`src/pkg/rpc_pkg.sv`:
```
package rpc_pkg;

  // track layout: bits 0..7 are data tracks, bit 8 is the parity track
  localparam int unsigned NUM_TRACKS  = 9;
  localparam int unsigned PARITY_BIT  = 8;

  // tape mark pattern: tracks carrying zeros, all others quiet
  localparam logic [8:0]  TM_ZERO_TRACKS = 9'h0C4;

  // characters of data delay between deskew output and interface
  localparam int unsigned DELAY_CHARS = 8;

  // valid characters needed before the lock signal drops
  localparam int unsigned LOCK_CHARS  = 8;

  // output buffer size in characters
  localparam int unsigned FIFO_DEPTH  = 32;

  // width of one buffered word (the character itself)
  localparam int unsigned FIFO_WIDTH  = 9;

  // reset values of control state
  localparam logic        LOCK_RESET  = 1'b1;
  localparam logic        FLAG_RESET  = 1'b0;
  localparam logic        READY_RESET = 1'b0;
  localparam logic [8:0]  WORD_RESET  = 9'h000;

endpackage

```
`src/hw/rpc_top.sv`:
```
`timescale 1ns/1ns


// output buffer: flip-flop storage, valid/ready on both sides
module rpc_fifo #(
  parameter int unsigned WIDTH = rpc_pkg::FIFO_WIDTH,
  parameter int unsigned DEPTH = rpc_pkg::FIFO_DEPTH
) (
  // clock, reset, enable
  input  wire logic                         clk_i,
  input  wire logic                         rstn_i,
  input  wire logic                         ce_i,
  input  wire logic                         flush_i,
  // fill side
  input  wire logic                         in_valid_i,
  output logic                              in_ready_o,
  input  wire logic [WIDTH-1:0]             in_data_i,
  // drain side
  output logic                              out_valid_o,
  input  wire logic                         out_ready_i,
  output logic [WIDTH-1:0]                  out_data_o,
  // fill level
  output logic [$clog2(DEPTH+1)-1:0]        level_o
);

  localparam int unsigned AW = $clog2(DEPTH);
  localparam int unsigned CW = $clog2(DEPTH+1);
  // whole buffer state
  typedef struct packed {
    logic [DEPTH-1:0][WIDTH-1:0] mem;   // storage entries
    logic [AW-1:0]               wr;    // write index
    logic [AW-1:0]               rd;    // read index
    logic [CW-1:0]               cnt;   // words held
  } rpc_fifo_s;
  rpc_fifo_s st;        // registered state
  rpc_fifo_s next_st;   // next state
  logic      do_wr;     // word taken in
  logic      do_rd;     // word handed out
  // honest full and empty from the word count
  assign in_ready_o  = (st.cnt != CW'(DEPTH));
  assign out_valid_o = (st.cnt != '0);
  assign out_data_o  = st.mem[st.rd];
  assign level_o     = st.cnt;
  assign do_wr       = in_valid_i & in_ready_o;
  assign do_rd       = out_valid_o & out_ready_i;
  // next-state logic: pointers wrap at depth
  always_comb
  begin
    next_st = st;
    if (do_wr)
    begin
      next_st.mem[st.wr] = in_data_i;
      next_st.wr = (st.wr == AW'(DEPTH-1)) ? '0 : st.wr + AW'(1);
    end
    if (do_rd)
    begin
      next_st.rd = (st.rd == AW'(DEPTH-1)) ? '0 : st.rd + AW'(1);
    end
    // count nets both sides, unchanged when both act at once
    next_st.cnt = st.cnt + CW'(do_wr) - CW'(do_rd);
    // end of block empties the buffer
    if (flush_i)
    begin
      next_st.wr  = '0;
      next_st.rd  = '0;
      next_st.cnt = '0;
    end
  end

  // state register, frozen while enable low
  always_ff @(posedge clk_i)
  begin
    if (!rstn_i)
    begin
      st <= '0;
    end
    else if (ce_i)
    begin
      st <= next_st;
    end
  end

endmodule

// read-path error classifier, lock generator and tape mark detector
module rpc_top #(
  parameter int unsigned DELAY = rpc_pkg::DELAY_CHARS,
  parameter int unsigned LOCKN = rpc_pkg::LOCK_CHARS,
  parameter int unsigned DEPTH = rpc_pkg::FIFO_DEPTH
) (
  // clock, reset, enable
  input  wire logic       CLK_I,
  input  wire logic       RSTN_I,
  input  wire logic       CE_I,
  // read control
  input  wire logic       READ_ENABLE_IN_I,
  input  wire logic       HIGH_SPEED_I,
  // character from the deskew stages
  input  wire logic       CHAR_STROBE_I,
  output logic            CHAR_READY_O,
  input  wire logic [8:0] TRACK_DATA_I,
  input  wire logic [8:0] TRACK_ERROR_FLAG_I,
  input  wire logic [8:0] TRACK_QUIET_I,
  input  wire logic [8:0] ZERO_DETECT_I,
  input  wire logic [8:0] ONE_DETECT_I,
  // correction back to the read stages
  output logic            PARITY_SUBSTITUTE_BIT_O,
  output logic [8:0]      SUBSTITUTE_SELECT_O,
  output logic            LOCK_O,
  // formatter interface data
  output logic            DATA_VALID_O,
  input  wire logic       DATA_READY_I,
  output logic [8:0]      DATA_O,
  // formatter interface flags
  output logic            HARD_ERROR_OUT_O,
  output logic            CORRECTABLE_ERROR_OUT_O,
  output logic            TAPE_MARK_TO_INTERFACE_O,
  // control microprocessor flag
  output logic            TAPE_MARK_TO_CPU_O
);

  localparam int unsigned LW = $clog2(LOCKN+1);
  localparam int unsigned FW = $clog2(DEPTH+1);

  // whole block state
  typedef struct packed {
    logic                  read_enable_in;        // read enable, last cycle
    logic                  lock;        // sync lock level
    logic [LW-1:0]         lock_cnt;    // valid characters seen
    logic [DELAY-1:0][8:0] dly_data;    // delayed characters
    logic [DELAY-1:0]      dly_vld;     // stage holds a character
    logic [DELAY-1:0]      dly_par;     // delayed parity failure
    logic [DELAY-1:0]      dly_cor;     // delayed correctable mark
    logic                  char_ready;  // room for a character
    logic                  hard;        // hard error flag
    logic                  corr;        // correctable error flag
    logic                  tm_if;       // tape mark, interface
    logic                  tm_cpu;      // tape mark, cpu
    logic                  sub_bit;     // substitute bit
    logic [8:0]            sub_sel;     // channel receiving it
    logic                  out_valid;   // output stage full
    logic [8:0]            out_data;    // output stage word
  } rpc_state_s;
  rpc_state_s st;        // registered state
  rpc_state_s next_st;   // next state
  // character classification
  logic       advance;      // character accepted this cycle
  logic       any_err;      // at least one track in error
  logic       multi_err;    // two or more tracks in error
  logic       single_err;   // exactly one track in error
  logic       valid_char;   // eight or more good tracks
  logic       multi_track_error; // immediate multi-channel hard error
  logic       sub_bit;      // regenerated parity for failing track
  logic [8:0] fixed_data;   // character after substitution
  logic       parity_fail;  // even parity over fixed character
  logic       all_zero_detect; // combined zero detect
  logic       all_one_detect;  // combined one detect
  logic       tm_pattern;   // tape mark track pattern
  logic       tm_lo;        // low-speed tape mark path
  logic       tm_hi;        // high-speed tape mark path
  logic       read_start;   // read enable rising edge
  logic       rd_stop;      // read enable low
  // pipeline shift inputs, one per stage
  logic [DELAY-1:0][8:0] shift_data;
  logic [DELAY-1:0]      shift_vld;
  logic [DELAY-1:0]      shift_par;
  logic [DELAY-1:0]      shift_cor;
  // buffer handshakes
  logic          fifo_in_ready;  // buffer has room
  logic          fifo_out_valid; // buffer holds a word
  logic          fifo_out_ready; // output stage can take a word
  logic [8:0]    fifo_out_data;  // word leaving buffer
  logic [FW-1:0] fifo_level;     // words in buffer
  logic          fifo_push;      // delayed character leaves pipe
  // a character is taken only while the buffer has room
  assign advance = CHAR_STROBE_I & st.char_ready & fifo_in_ready;
  // error count reduced to none, one, or more without a popcount
  assign any_err    = |TRACK_ERROR_FLAG_I;
  assign multi_err  = |(TRACK_ERROR_FLAG_I & (TRACK_ERROR_FLAG_I - 9'h001));
  assign single_err = any_err & ~multi_err;
  assign valid_char = ~multi_err;
  // immediate hard error, held off until lock drops
  assign multi_track_error = multi_err & ~st.lock;
  // parity of the eight good tracks, inverted, keeps odd parity
  assign sub_bit = ~(^(TRACK_DATA_I & ~TRACK_ERROR_FLAG_I));
  // failing channel takes the regenerated bit
  assign fixed_data = single_err ?
                      ((TRACK_DATA_I & ~TRACK_ERROR_FLAG_I) |
                       (TRACK_ERROR_FLAG_I & {9{sub_bit}})) :
                      TRACK_DATA_I;
  // even parity means the character is bad
  assign parity_fail = ~(^fixed_data);
  // combined detects across all nine channels
  assign all_zero_detect = &ZERO_DETECT_I;
  assign all_one_detect  = &ONE_DETECT_I;
  // zeros on the mark tracks, nothing recorded elsewhere
  assign tm_pattern = ((TRACK_DATA_I & rpc_pkg::TM_ZERO_TRACKS) == 9'h000) &
                      ((TRACK_QUIET_I & rpc_pkg::TM_ZERO_TRACKS) == 9'h000) &
                      ((TRACK_QUIET_I | rpc_pkg::TM_ZERO_TRACKS) == 9'h1FF);
  // qualified pattern gated through the path for the current speed
  assign tm_lo = tm_pattern & all_zero_detect & ~all_one_detect & ~HIGH_SPEED_I;
  assign tm_hi = tm_pattern & all_zero_detect & ~all_one_detect & HIGH_SPEED_I;
  // read operation boundaries
  assign read_start = READ_ENABLE_IN_I & ~st.read_enable_in;
  assign rd_stop    = ~READ_ENABLE_IN_I;
  // delay line taps: stage 0 takes the new character
  genvar g;
  generate
    for (g = 0; g < DELAY; g++)
    begin : g_stage
      if (g == 0)
      begin : g_head
        assign shift_data[g] = fixed_data;
        assign shift_vld[g]  = 1'b1;
        assign shift_par[g]  = parity_fail & ~single_err & ~st.lock;
        assign shift_cor[g]  = single_err & ~st.lock;
      end
      else
      begin : g_body
        assign shift_data[g] = st.dly_data[g-1];
        assign shift_vld[g]  = st.dly_vld[g-1];
        assign shift_par[g]  = st.dly_par[g-1];
        assign shift_cor[g]  = st.dly_cor[g-1];
      end
    end
  endgenerate

  // oldest stage is pushed once the pipe has filled
  assign fifo_push      = advance & st.dly_vld[DELAY-1];
  assign fifo_out_ready = ~st.out_valid | DATA_READY_I;

  // output buffer between the delay line and the interface
  rpc_fifo #(
    .WIDTH (rpc_pkg::FIFO_WIDTH),
    .DEPTH (DEPTH)
  ) u_fifo (
    .clk_i       (CLK_I),
    .rstn_i      (RSTN_I),
    .ce_i        (CE_I),
    .flush_i     (rd_stop),
    .in_valid_i  (fifo_push),
    .in_ready_o  (fifo_in_ready),
    .in_data_i   (st.dly_data[DELAY-1]),
    .out_valid_o (fifo_out_valid),
    .out_ready_i (fifo_out_ready),
    .out_data_o  (fifo_out_data),
    .level_o     (fifo_level)
  );

  // next-state logic for lock, pipelines, flags and output stage
  always_comb
  begin
    next_st      = st;
    next_st.read_enable_in = READ_ENABLE_IN_I;
    // stall the source one word before the buffer fills
    next_st.char_ready = (fifo_level < FW'(DEPTH-1));
    // tape mark flags are one-cycle pulses
    next_st.tm_if  = 1'b0;
    next_st.tm_cpu = 1'b0;
    // new read: lock on, counter cleared
    if (read_start)
    begin
      next_st.lock     = rpc_pkg::LOCK_RESET;
      next_st.lock_cnt = '0;
    end
    // a taken character during a read
    if (advance & READ_ENABLE_IN_I)
    begin
      // lock counter runs once per valid character
      if (st.lock & valid_char)
      begin
        next_st.lock_cnt = st.lock_cnt + LW'(1);
        if (st.lock_cnt == LW'(LOCKN-1))
        begin
          next_st.lock = 1'b0;
        end
      end
      // shift the delay line one character
      next_st.dly_data = shift_data;
      next_st.dly_vld  = shift_vld;
      next_st.dly_par  = shift_par;
      next_st.dly_cor  = shift_cor;
      // hard: immediate multi-channel OR delayed parity failure
      next_st.hard = multi_track_error | st.dly_par[DELAY-1];
      // correctable flag lines up with its delayed character
      next_st.corr = st.dly_cor[DELAY-1];
      // correction drive back to the failing read stage
      next_st.sub_bit = sub_bit;
      next_st.sub_sel = (single_err & ~st.lock) ?
                        TRACK_ERROR_FLAG_I : 9'h000;
      // tape mark to both parties
      next_st.tm_if  = tm_lo | tm_hi;
      next_st.tm_cpu = tm_lo | tm_hi;
    end
    // output stage pulls from the buffer
    if (fifo_out_ready)
    begin
      next_st.out_valid = fifo_out_valid;
      if (fifo_out_valid)
      begin
        next_st.out_data = fifo_out_data;
      end
    end
    // end of block: lock, delay line flags, error flags, select and output stage back to their initial state
    if (rd_stop)
    begin
      next_st.lock      = rpc_pkg::LOCK_RESET;
      next_st.lock_cnt  = '0;
      next_st.dly_vld   = '0;
      next_st.dly_par   = '0;
      next_st.dly_cor   = '0;
      next_st.hard      = rpc_pkg::FLAG_RESET;
      next_st.corr      = rpc_pkg::FLAG_RESET;
      next_st.sub_sel   = rpc_pkg::WORD_RESET;
      next_st.out_valid = 1'b0;
    end
  end

  // state register, frozen while enable low
  always_ff @(posedge CLK_I)
  begin
    if (!RSTN_I)
    begin
      st            <= '0;
      st.lock       <= rpc_pkg::LOCK_RESET;
      st.char_ready <= rpc_pkg::READY_RESET;
    end
    else if (CE_I)
    begin
      st <= next_st;
    end
  end

  // outputs straight from state flip-flops
  assign CHAR_READY_O             = st.char_ready;
  assign PARITY_SUBSTITUTE_BIT_O  = st.sub_bit;
  assign SUBSTITUTE_SELECT_O      = st.sub_sel;
  assign LOCK_O                   = st.lock;
  assign DATA_VALID_O             = st.out_valid;
  assign DATA_O                   = st.out_data;
  assign HARD_ERROR_OUT_O         = st.hard;
  assign CORRECTABLE_ERROR_OUT_O  = st.corr;
  assign TAPE_MARK_TO_INTERFACE_O = st.tm_if;
  assign TAPE_MARK_TO_CPU_O       = st.tm_cpu;

endmodule

```
`config.mk`:
```
export PLATFORM = sky130hd
export DESIGN_NAME = rpc_top
export DESIGN_NICKNAME = d
export VERILOG_FILES = /design/src/pkg/rpc_pkg.sv /design/src/hw/rpc_top.sv
export SDC_FILE = /design/constraint.sdc
export NUM_CORES = 1
export LEC_CHECK = 0
export ABC_AREA = 1
export BUFFER_PORTS_ARGS = -buffer_cell sky130_fd_sc_hd__buf_2
export CORE_AREA = 2 2 196 198
export DETAILED_ROUTE_END_ITERATION = 8
export DIE_AREA = 0 0 198 200
export GPL_TIMING_DRIVEN = 0
export PLACE_DENSITY = 0.78
export SLEW_MARGIN = 20
export SYNTH_ARGS = -nofsm -noshare
export SYNTH_HDL_FRONTEND = slang
export SYNTH_SLANG_ARGS = --single-unit
```
`constraint.sdc`:
```
create_clock -name CLK_I -period 4.6 [get_ports CLK_I]
set_input_delay 1.15 -clock CLK_I [delete_from_list [all_inputs] [get_ports CLK_I]]
set_output_delay 1.15 -clock CLK_I [all_outputs]
set_load 0.005 [all_outputs]
```
==> results of run 1 <==
worst register-to-register path, stage by stage, from the launching register on:
cell      delay (ps)
dfxtp_1          380
clkbuf_1         340
buf_2            430
clkbuf_1         660
o21ai_0          230
o221ai_1         320
nand3_1          290
nand3_1          160
nand2_1          140
a21oi_1          160
layout by cell type, fill, tap and decap left out, drive strengths merged, types with 2 or more instances in the layout:
cell type	Yosys	final
inv	85	87
o221ai	72	72
mux2i	72	72
dfxtp	430	430
ha	19	19
o211ai	4	4
nand2	243	243
a221oi	2	2
clkinv	5	14
a21oi	339	339
nand3	73	73
nor2	315	315
nor3	40	40
o21a	3	3
o21ai	462	462
clkbuf	143	203
buf	64	139
clkinvlp	0	2
a31oi	2	2
xor2	3	3
nand4	15	15
bufinv	0	4
worst paths after layout:
kind / startpoint / end / slack (ps) / cells after the start
worst max-delay path: u_fifo.st[6]$_SDFFE_PN0P_ / DATA_O[0]$_SDFFE_PN0P_ / 1410 / 9
worst min-delay path: shift_vld[1]$_SDFFE_PN0P_ / shift_vld[1]$_SDFFE_PN0P_ / 460 / 2
worst max register to register: u_fifo.st[6]$_SDFFE_PN0P_ / DATA_O[0]$_SDFFE_PN0P_ / 1410 / 9
worst min register to register: shift_vld[1]$_SDFFE_PN0P_ / shift_vld[1]$_SDFFE_PN0P_ / 460 / 2
final cells by class:
| class | instances | area, sq um | share of cell area (%) |
|---|---|---|---|
| Clock inverter | 17 | 215.2 | 1.027 |
| Inverter | 90 | 337.8 | 1.613 |
| Multi-Input combinational cell | 1669 | 8622 | 41.16 |
| Clock buffer | 60 | 1241 | 5.926 |
| Tap cell | 511 | 639.4 | 3.052 |
| Buffer | 207 | 907.1 | 4.331 |
| Sequential cell | 430 | 8608 | 41.10 |
| Timing Repair Buffer | 75 | 375.4 | 1.792 |
report_power, final:
| part | switching, W | internal (W) | total (W) |
|---|---|---|---|
| combinational | 0.000989 | 0.000440 | 0.00143 |
| sequential | 0.0000547 | 0.00382 | 0.00387 |
| clock | 0.00156 | 0.00212 | 0.00368 |
layer usage:
layer / track usage, % / vias up / part of all wire, %
met4: 16.76 / 0 / 5.4
li1: - / 8519 / -
met1: 42.30 / 8788 / 40
met3: 7.460 / 247 / 11
met5: 0 / - / 0
met2: 49.58 / 1098 / 43
cells by family (layout without fill, tap and decap cells):
logic type,after synthesis,after routing
multiplexers,72,72
AO/OA/AOI/OAI,887,887
AND/OR/NAND/NOR,687,687
adder cells (fa/ha/maj),20,20
XOR/XNOR,3,3
flip-flops,430,430
buffers and inverters,297,449
stage by stage:
stage | power [W] | util [%]
floorplan | 0.004811 | -
global placement | 0.005278 | 52.11
detailed placement | 0.005322 | 52.11
CTS | 0.008928 | 56.01
global route | 0.009231 | 56.01
finish | 0.008975 | 56.01
sequential cells by signal, summed over array words and instances (netlist names):
| register | flops |
|---|---|
| CORRECTABLE_ERROR_OUT_O | 1 |
| TAPE_MARK_TO_INTERFACE_O | 1 |
| DATA_O | 9 |
| u_fifo.level_o | 6 |
| PARITY_SUBSTITUTE_BIT_O | 1 |
| HARD_ERROR_OUT_O | 1 |
| shift_data | 63 |
| SUBSTITUTE_SELECT_O | 9 |
| DATA_VALID_O | 1 |
| shift_par | 7 |
| st | 17 |
| CHAR_READY_O | 1 |
| LOCK_O | 1 |
| shift_vld | 7 |
| shift_cor | 7 |
| u_fifo.st | 298 |
==> metrics list, run 1 <==
- Routability cong.: 0.9774
* Die area: about 40,000 sq um
* Total of cells resized after clock tree synthesis: 0
- For this run, the top clock speed supported by timing is ~310 MHz.
* Fraction of synthesized area in multiplexers: about 4%
- Required time worst endpoint: about 5000 ps
- Type of destination of the critical path: register
- The number of setup buffers added after CTS is 0.
- For the final routed database, the setup TNS stands at 0 ps.
- Detail Placement HPWL: approximately 44,000 um
* Signed area change from the synthesized netlist to the final layout: 13.39%
- On the final layout, the worst hold slack is ~460 ps.
- Final setup violation count: 0
- 78 I/O pins were placed.
* Filler Cells Inserted: 3,426
- Total CTS buffers: 44
* Number of DRC violations after detailed-routing iteration 0: roughly 2,200
- Critical path, cell by cell: clkbuf_1, buf_2, clkbuf_1, o21ai_0, o221ai_1, nand3_1, nand3_1, nand2_1, a21oi_1
- CTS tree: yes
- Synthesis Warnings: 0
* Critical path arrival: about 3700 ps
- Final worst slack: roughly 1400 ps
* Clock Tree Buf Depth: 3
- Worst Setup Start Kind: register
- Layout cells sized above 1: a little under a tenth
- Synthesized flop and latch total: 430
- Slew @ Worst Pin: 997.4 ps
- In this run the remaining antenna-violating nets after routing total 0.
- For this design the static power due to leakage is 8.308 nW.
- Ranked by total cell area, the synthesized netlist is headed by dfxtp_1 (47%), o21ai_0 (12%), a21oi_1 (9.2%).
* Sequential area share after synthesis: 46.60%
* Max H-tree Level: 2
- Tcrit/Tclk final: about 70%
- Worst slack after detailed placement: approximately 1000 ps
- After technology mapping, the gate count stands at between 2,000 and 2,500.
- The run finished with clean final reports.
* Final global-route overflow total: 0
- In this run the core area contains between 70 and 80 standard-cell rows.
* Slowest cell on the critical path: clkbuf_1
- Average wire length per cell after detail routing: between 20 and 25 um
* CP Max Fanout: 10
- By count the netlist is led by o21ai_0 (454), dfxtp_1 (430), a21oi_1 (338).
* Insertion delay of the later-clocked pin in the worst-skew pair: 590 ps
* Largest incremental delay on the critical path: between 600 and 700 ps
- Max Transition Viols Final: 0
- The tool flagged a number of max-cap violations equal to 0.
* Dominant combinational cell family by area after synthesis: compound AO/OA/AOI/OAI gates
- Kind of cell with the highest combined delay on the critical path: buffers and inverters
- In the final design database the tool counted about 2,600 nets.
* Post-Route WL: ~65,000 um
- Yosys top cell area share: between 40% and 50%
- CTS Hold Bufs: 0
- Total number of vias: 18,650
- Summing the areas of all and, or, nand and nor instances in the mapped netlist gives between 15 and 20% of the synthesized area.
* Post-synth EDFFs: 0
- The first global-routing pass estimated between 90,000 and 100,000 um of wire.
- Clk sinks: 430
- Clock-pin slew reported for the worst setup and hold paths after clock tree synthesis: roughly 70 ps
* Worst relative slew slack: roughly a third
- Mean cell area of the mapped netlist: 7.710 sq um
- In the routed design, unresolved DRC markers number 0.
- Post-detailed-route via-to-cell ratio: about 6.1
- The worst hold path belongs to the class register to register.
- The number of antenna diodes in the final layout is 0.
* Finished Layout Cells: just over 3,000
* CTS root buffer: clkbuf_16
- By startpoint and endpoint, the worst setup path is classified as register to register.
* Most used flip-flop cell after synthesis: dfxtp_1
* Via count of the first global-routing pass: 17,560
- Net Count, Synth: 2,468
- Post-detailed-placement cell area: roughly 20,000 sq um
- Peak VDD IR: 0.3372 mV
- The initial utilization of the core area, before any placement, comes to about half.
* Power density of the placed cells: between 400 and 500 nW/um^2
- Combined global-route utilization of all metal layers: between 30% and 40%
- Post-route standard cell area excluding fillers: approximately 21,000 sq um
- Core area: approximately 37,000 sq um
- dfxtp_1 takes more of the synthesized area than any other cell.
- The synthesized netlist devotes less than 1% of its cell area to XOR and XNOR gates.
* Async set-reset flop share out of synthesis: 0%
- The first detailed-routing pass ran for 6 iterations.
* Cell area after technology mapping: ~18,000 sq um
- Die Y-Extent: roughly 200 um
* Buffers & Inverters on Critical Path: 3
- The number of antenna violations at the first check in global routing was 0.
* Fin. Hold Viols: 0
- # port buffers: 75
* Post-synthesis compound-gate area fraction: approximately a quarter
- Yosys mapped the design onto 39 distinct sky130hd cell types.
- Adder-cell area share of the yosys netlist: approximately 1.4%
- Among all cell types in the netlist, the one instantiated most often is o21ai_0.
* Largest net degree at the start of global routing: 15
- Horiz. Die Dim: 198 um
* Layout Skew: 33.36 ps
* Time the worst path needs with I/O delays and setup: ~3200 ps
* Number of cells after detailed placement: between 2,000 and 3,000
- Setup repair after global routing left no endpoint under its margin.
Power figures use the tool's default switching activity.
==> run 2, diff against run 1 <==
- clock period: 4.6 -> 3.1 ns (I/O delays scaled with it)
==> run 2 against run 1 <==
Core utilization rose by 0.14 points. Sequential share of layout area fell by 0.10 points. Count of clock-buffer cells in the layout did not move. Global-route usage did not move. Hold slack got worse by 0.51 ps. Non-clock buffer count did not move. Clock power rose by 48%. Die area did not move. Fmax rose by 3.8%. Critical path type unchanged. Largest power group unchanged.
==> metrics list, run 2 (synthesis results as in run 1) <==
- For the worst setup path, the data required time is between 3000 and 4000 ps.
- Critical path class: register to register
- Summed over all cells, the static leakage comes to 8.317 nW.
- Detail Placement HPWL: around 44,000 um
- CTS Hold Bufs: 0
- Critical path arrival: ~3500 ps
- The clock drives 430 sinks.
- Horiz. Die Dim: 198 um
* Fin. Hold Viols: 0
- Once detail routing completed, the nets flagged for antenna violations numbered 0.
- Register bank with the most flops: u_fifo.st
* Nets@finish: around 2,600
* Final setup violation count: 0
- At the later pin of the worst-skew pair, clock insertion delay measures just under 600 ps.
- Slew @ Worst Pin: about 1000 ps
- Die Y-Extent: ~200 um
* Largest net degree at the start of global routing: 15
- At the end of routability-driven placement, the weighted congestion stood at a little under 1.
- CTS root buffer: clkbuf_16
- After routing the design area is 21,000 sq um.
- Setup total negative slack on the finished layout was measured at 0 ps.
- After layout, the worst path uses 99.03% of the clock period.
* Via count of the first global-routing pass: roughly 18,000
* Antenna violations before repair: 0
- The layout has between 3,000 and 4,000 filler cells.
* Number of cells after detailed placement: around 3,000
- The run finished with clean final reports.
- 0 antenna diodes ended up in the layout.
- Number of DRC violations after detailed-routing iteration 0: between 2,000 and 2,500
- DRC violations left: 0
* Row Count: 71
- Setup repair after global routing left no endpoint under its margin.
- The initial utilization of the core area, before any placement, comes to 49.39%.
- Combined global-route utilization of all metal layers: between 30 and 40%
- Headroom to the max-slew limit came out at ~31%.
* CTS tree: yes
- For this run the aggregate overflow at the end of global routing stands at 0.
- After clock tree synthesis, the clock-pin slew on the worst setup and hold paths is roughly 70 ps.
* First-pass detailed-route iteration total: 6
* Clock Tree Buf Depth: 3
* Peak VDD IR: 0.5000 mV
- Max H-tree Level: 2
* Signed area change from the synthesized netlist to the final layout: 13.67%
- # port buffers: 75
- Post-Route WL: between 60,000 and 70,000 um
* Core area: between 30,000 and 40,000 sq um
- Worst Setup Start Kind: register
- Leading cell types in the layout, fill and taps excluded: o21ai_0 (454), dfxtp_1 (430), a21oi_1 (338)
* Highest achievable clock rate: roughly 330 MHz
* Die area: slightly below 40,000 sq um
* Worst slack after detailed placement: -123.0 ps
- Finished Layout Cells: a little over 3,000
- Using the TritonRoute via totals, the vias-per-cell ratio works out to 6.120.
- First-pass GRT wire length: 98,150 um
- Total number of vias: about 19,000
* Worst hold slack: roughly 460 ps
* Max Transition Viols Final: 0
- Layout cells sized above 1: between 9 and 10%
- The clock arrives with approximately 27 ps of skew.
- The path class of the tightest hold or removal check is register to register.
- Type of destination of the critical path: register
- After layout, the minimum clock period comes to about 3100 ps.
- I/O Pins: 78
* Power density of the placed cells: ~630 nW/um^2
- Across all setup checks in the final design, the least slack found is approximately 30 ps.
- CP Max Fanout: 10
- Total CTS buffers: 44
- The register with the most flip-flops in the layout has between 200 and 300 of them.
- Average wire length per cell after detail routing: approximately 21 um
- Max-cap violations in this run came to 0.
* Commonest non-fill, non-tap cell in the layout: o21ai_0
- Once placement finished, the instance area stood at 19,490 sq um.
## run 2: worst paths after layout
path / start / to / slack [ps] / cells past startpoint
max: u_fifo.st[6]$_SDFFE_PN0P_ / DATA_O[3]$_SDFFE_PN0P_ / 30 / 9
min reg2reg: shift_vld[1]$_SDFFE_PN0P_ / shift_vld[1]$_SDFFE_PN0P_ / 460 / 2
max reg2reg: u_fifo.st[6]$_SDFFE_PN0P_ / DATA_O[3]$_SDFFE_PN0P_ / 30 / 9
min: shift_vld[1]$_SDFFE_PN0P_ / shift_vld[1]$_SDFFE_PN0P_ / 460 / 2
## run 2: where the power goes
part           switching, W  internal (W)  total [W]
Sequential        0.0000817       0.00566    0.00574
Clock               0.00231       0.00315    0.00546
Combinational       0.00147      0.000654    0.00213
Total               0.00386       0.00946     0.0133
## run 2: area by class of cell
| class | count | area [sq um] | share of cell area, % |
|---|---|---|---|
| multi-input cells | 1669 | 8670 | 41.29 |
| flip-flops and latches | 430 | 8608 | 41.00 |
| clock buffers | 60 | 1241 | 5.911 |
| plain buffers | 207 | 910.9 | 4.338 |
| well taps | 511 | 639.4 | 3.045 |
| repair buffers | 75 | 375.4 | 1.788 |
| inverters | 90 | 337.8 | 1.609 |
| clock inverters | 17 | 215.2 | 1.025 |
## run 2: metal layers
metal  wire, um  GRT usage, %  share of wire, %  vias up
li1           -             -                 -     8519
met1      26050         42.30                40     8793
met2      27960         49.58                43     1137
met3       7242         7.460                11      271
met4       3533         16.76               5.5        0
met5          0             0                 0        -
## run 2: timing repair
action / in CTS / in global routing
resized for setup: 0 / 16
buffers inserted: 0 / 0
setup endpoints to repair: 0 / 133
## run 2: critical path: stages (launching register included)
cell and delay, ps:
dfxtp_1 380, clkbuf_1 350, buf_2 430, buf_2 600, mux2i_1 340, o221ai_1 200
nand3_1 240, nand3_1 130, nand2_1 170, a21oi_1 90
## run 2: per-stage QoR
stage / total power (W) / utilization [%]
4_1_cts: 0.01325 / 56.01
3_5_place_dp: 0.007896 / 52.11
2_1_floorplan: 0.007138 / -
6_report: 0.01333 / 56.14
3_3_place_gp: 0.007832 / 52.11
5_1_grt: 0.01370 / 56.14
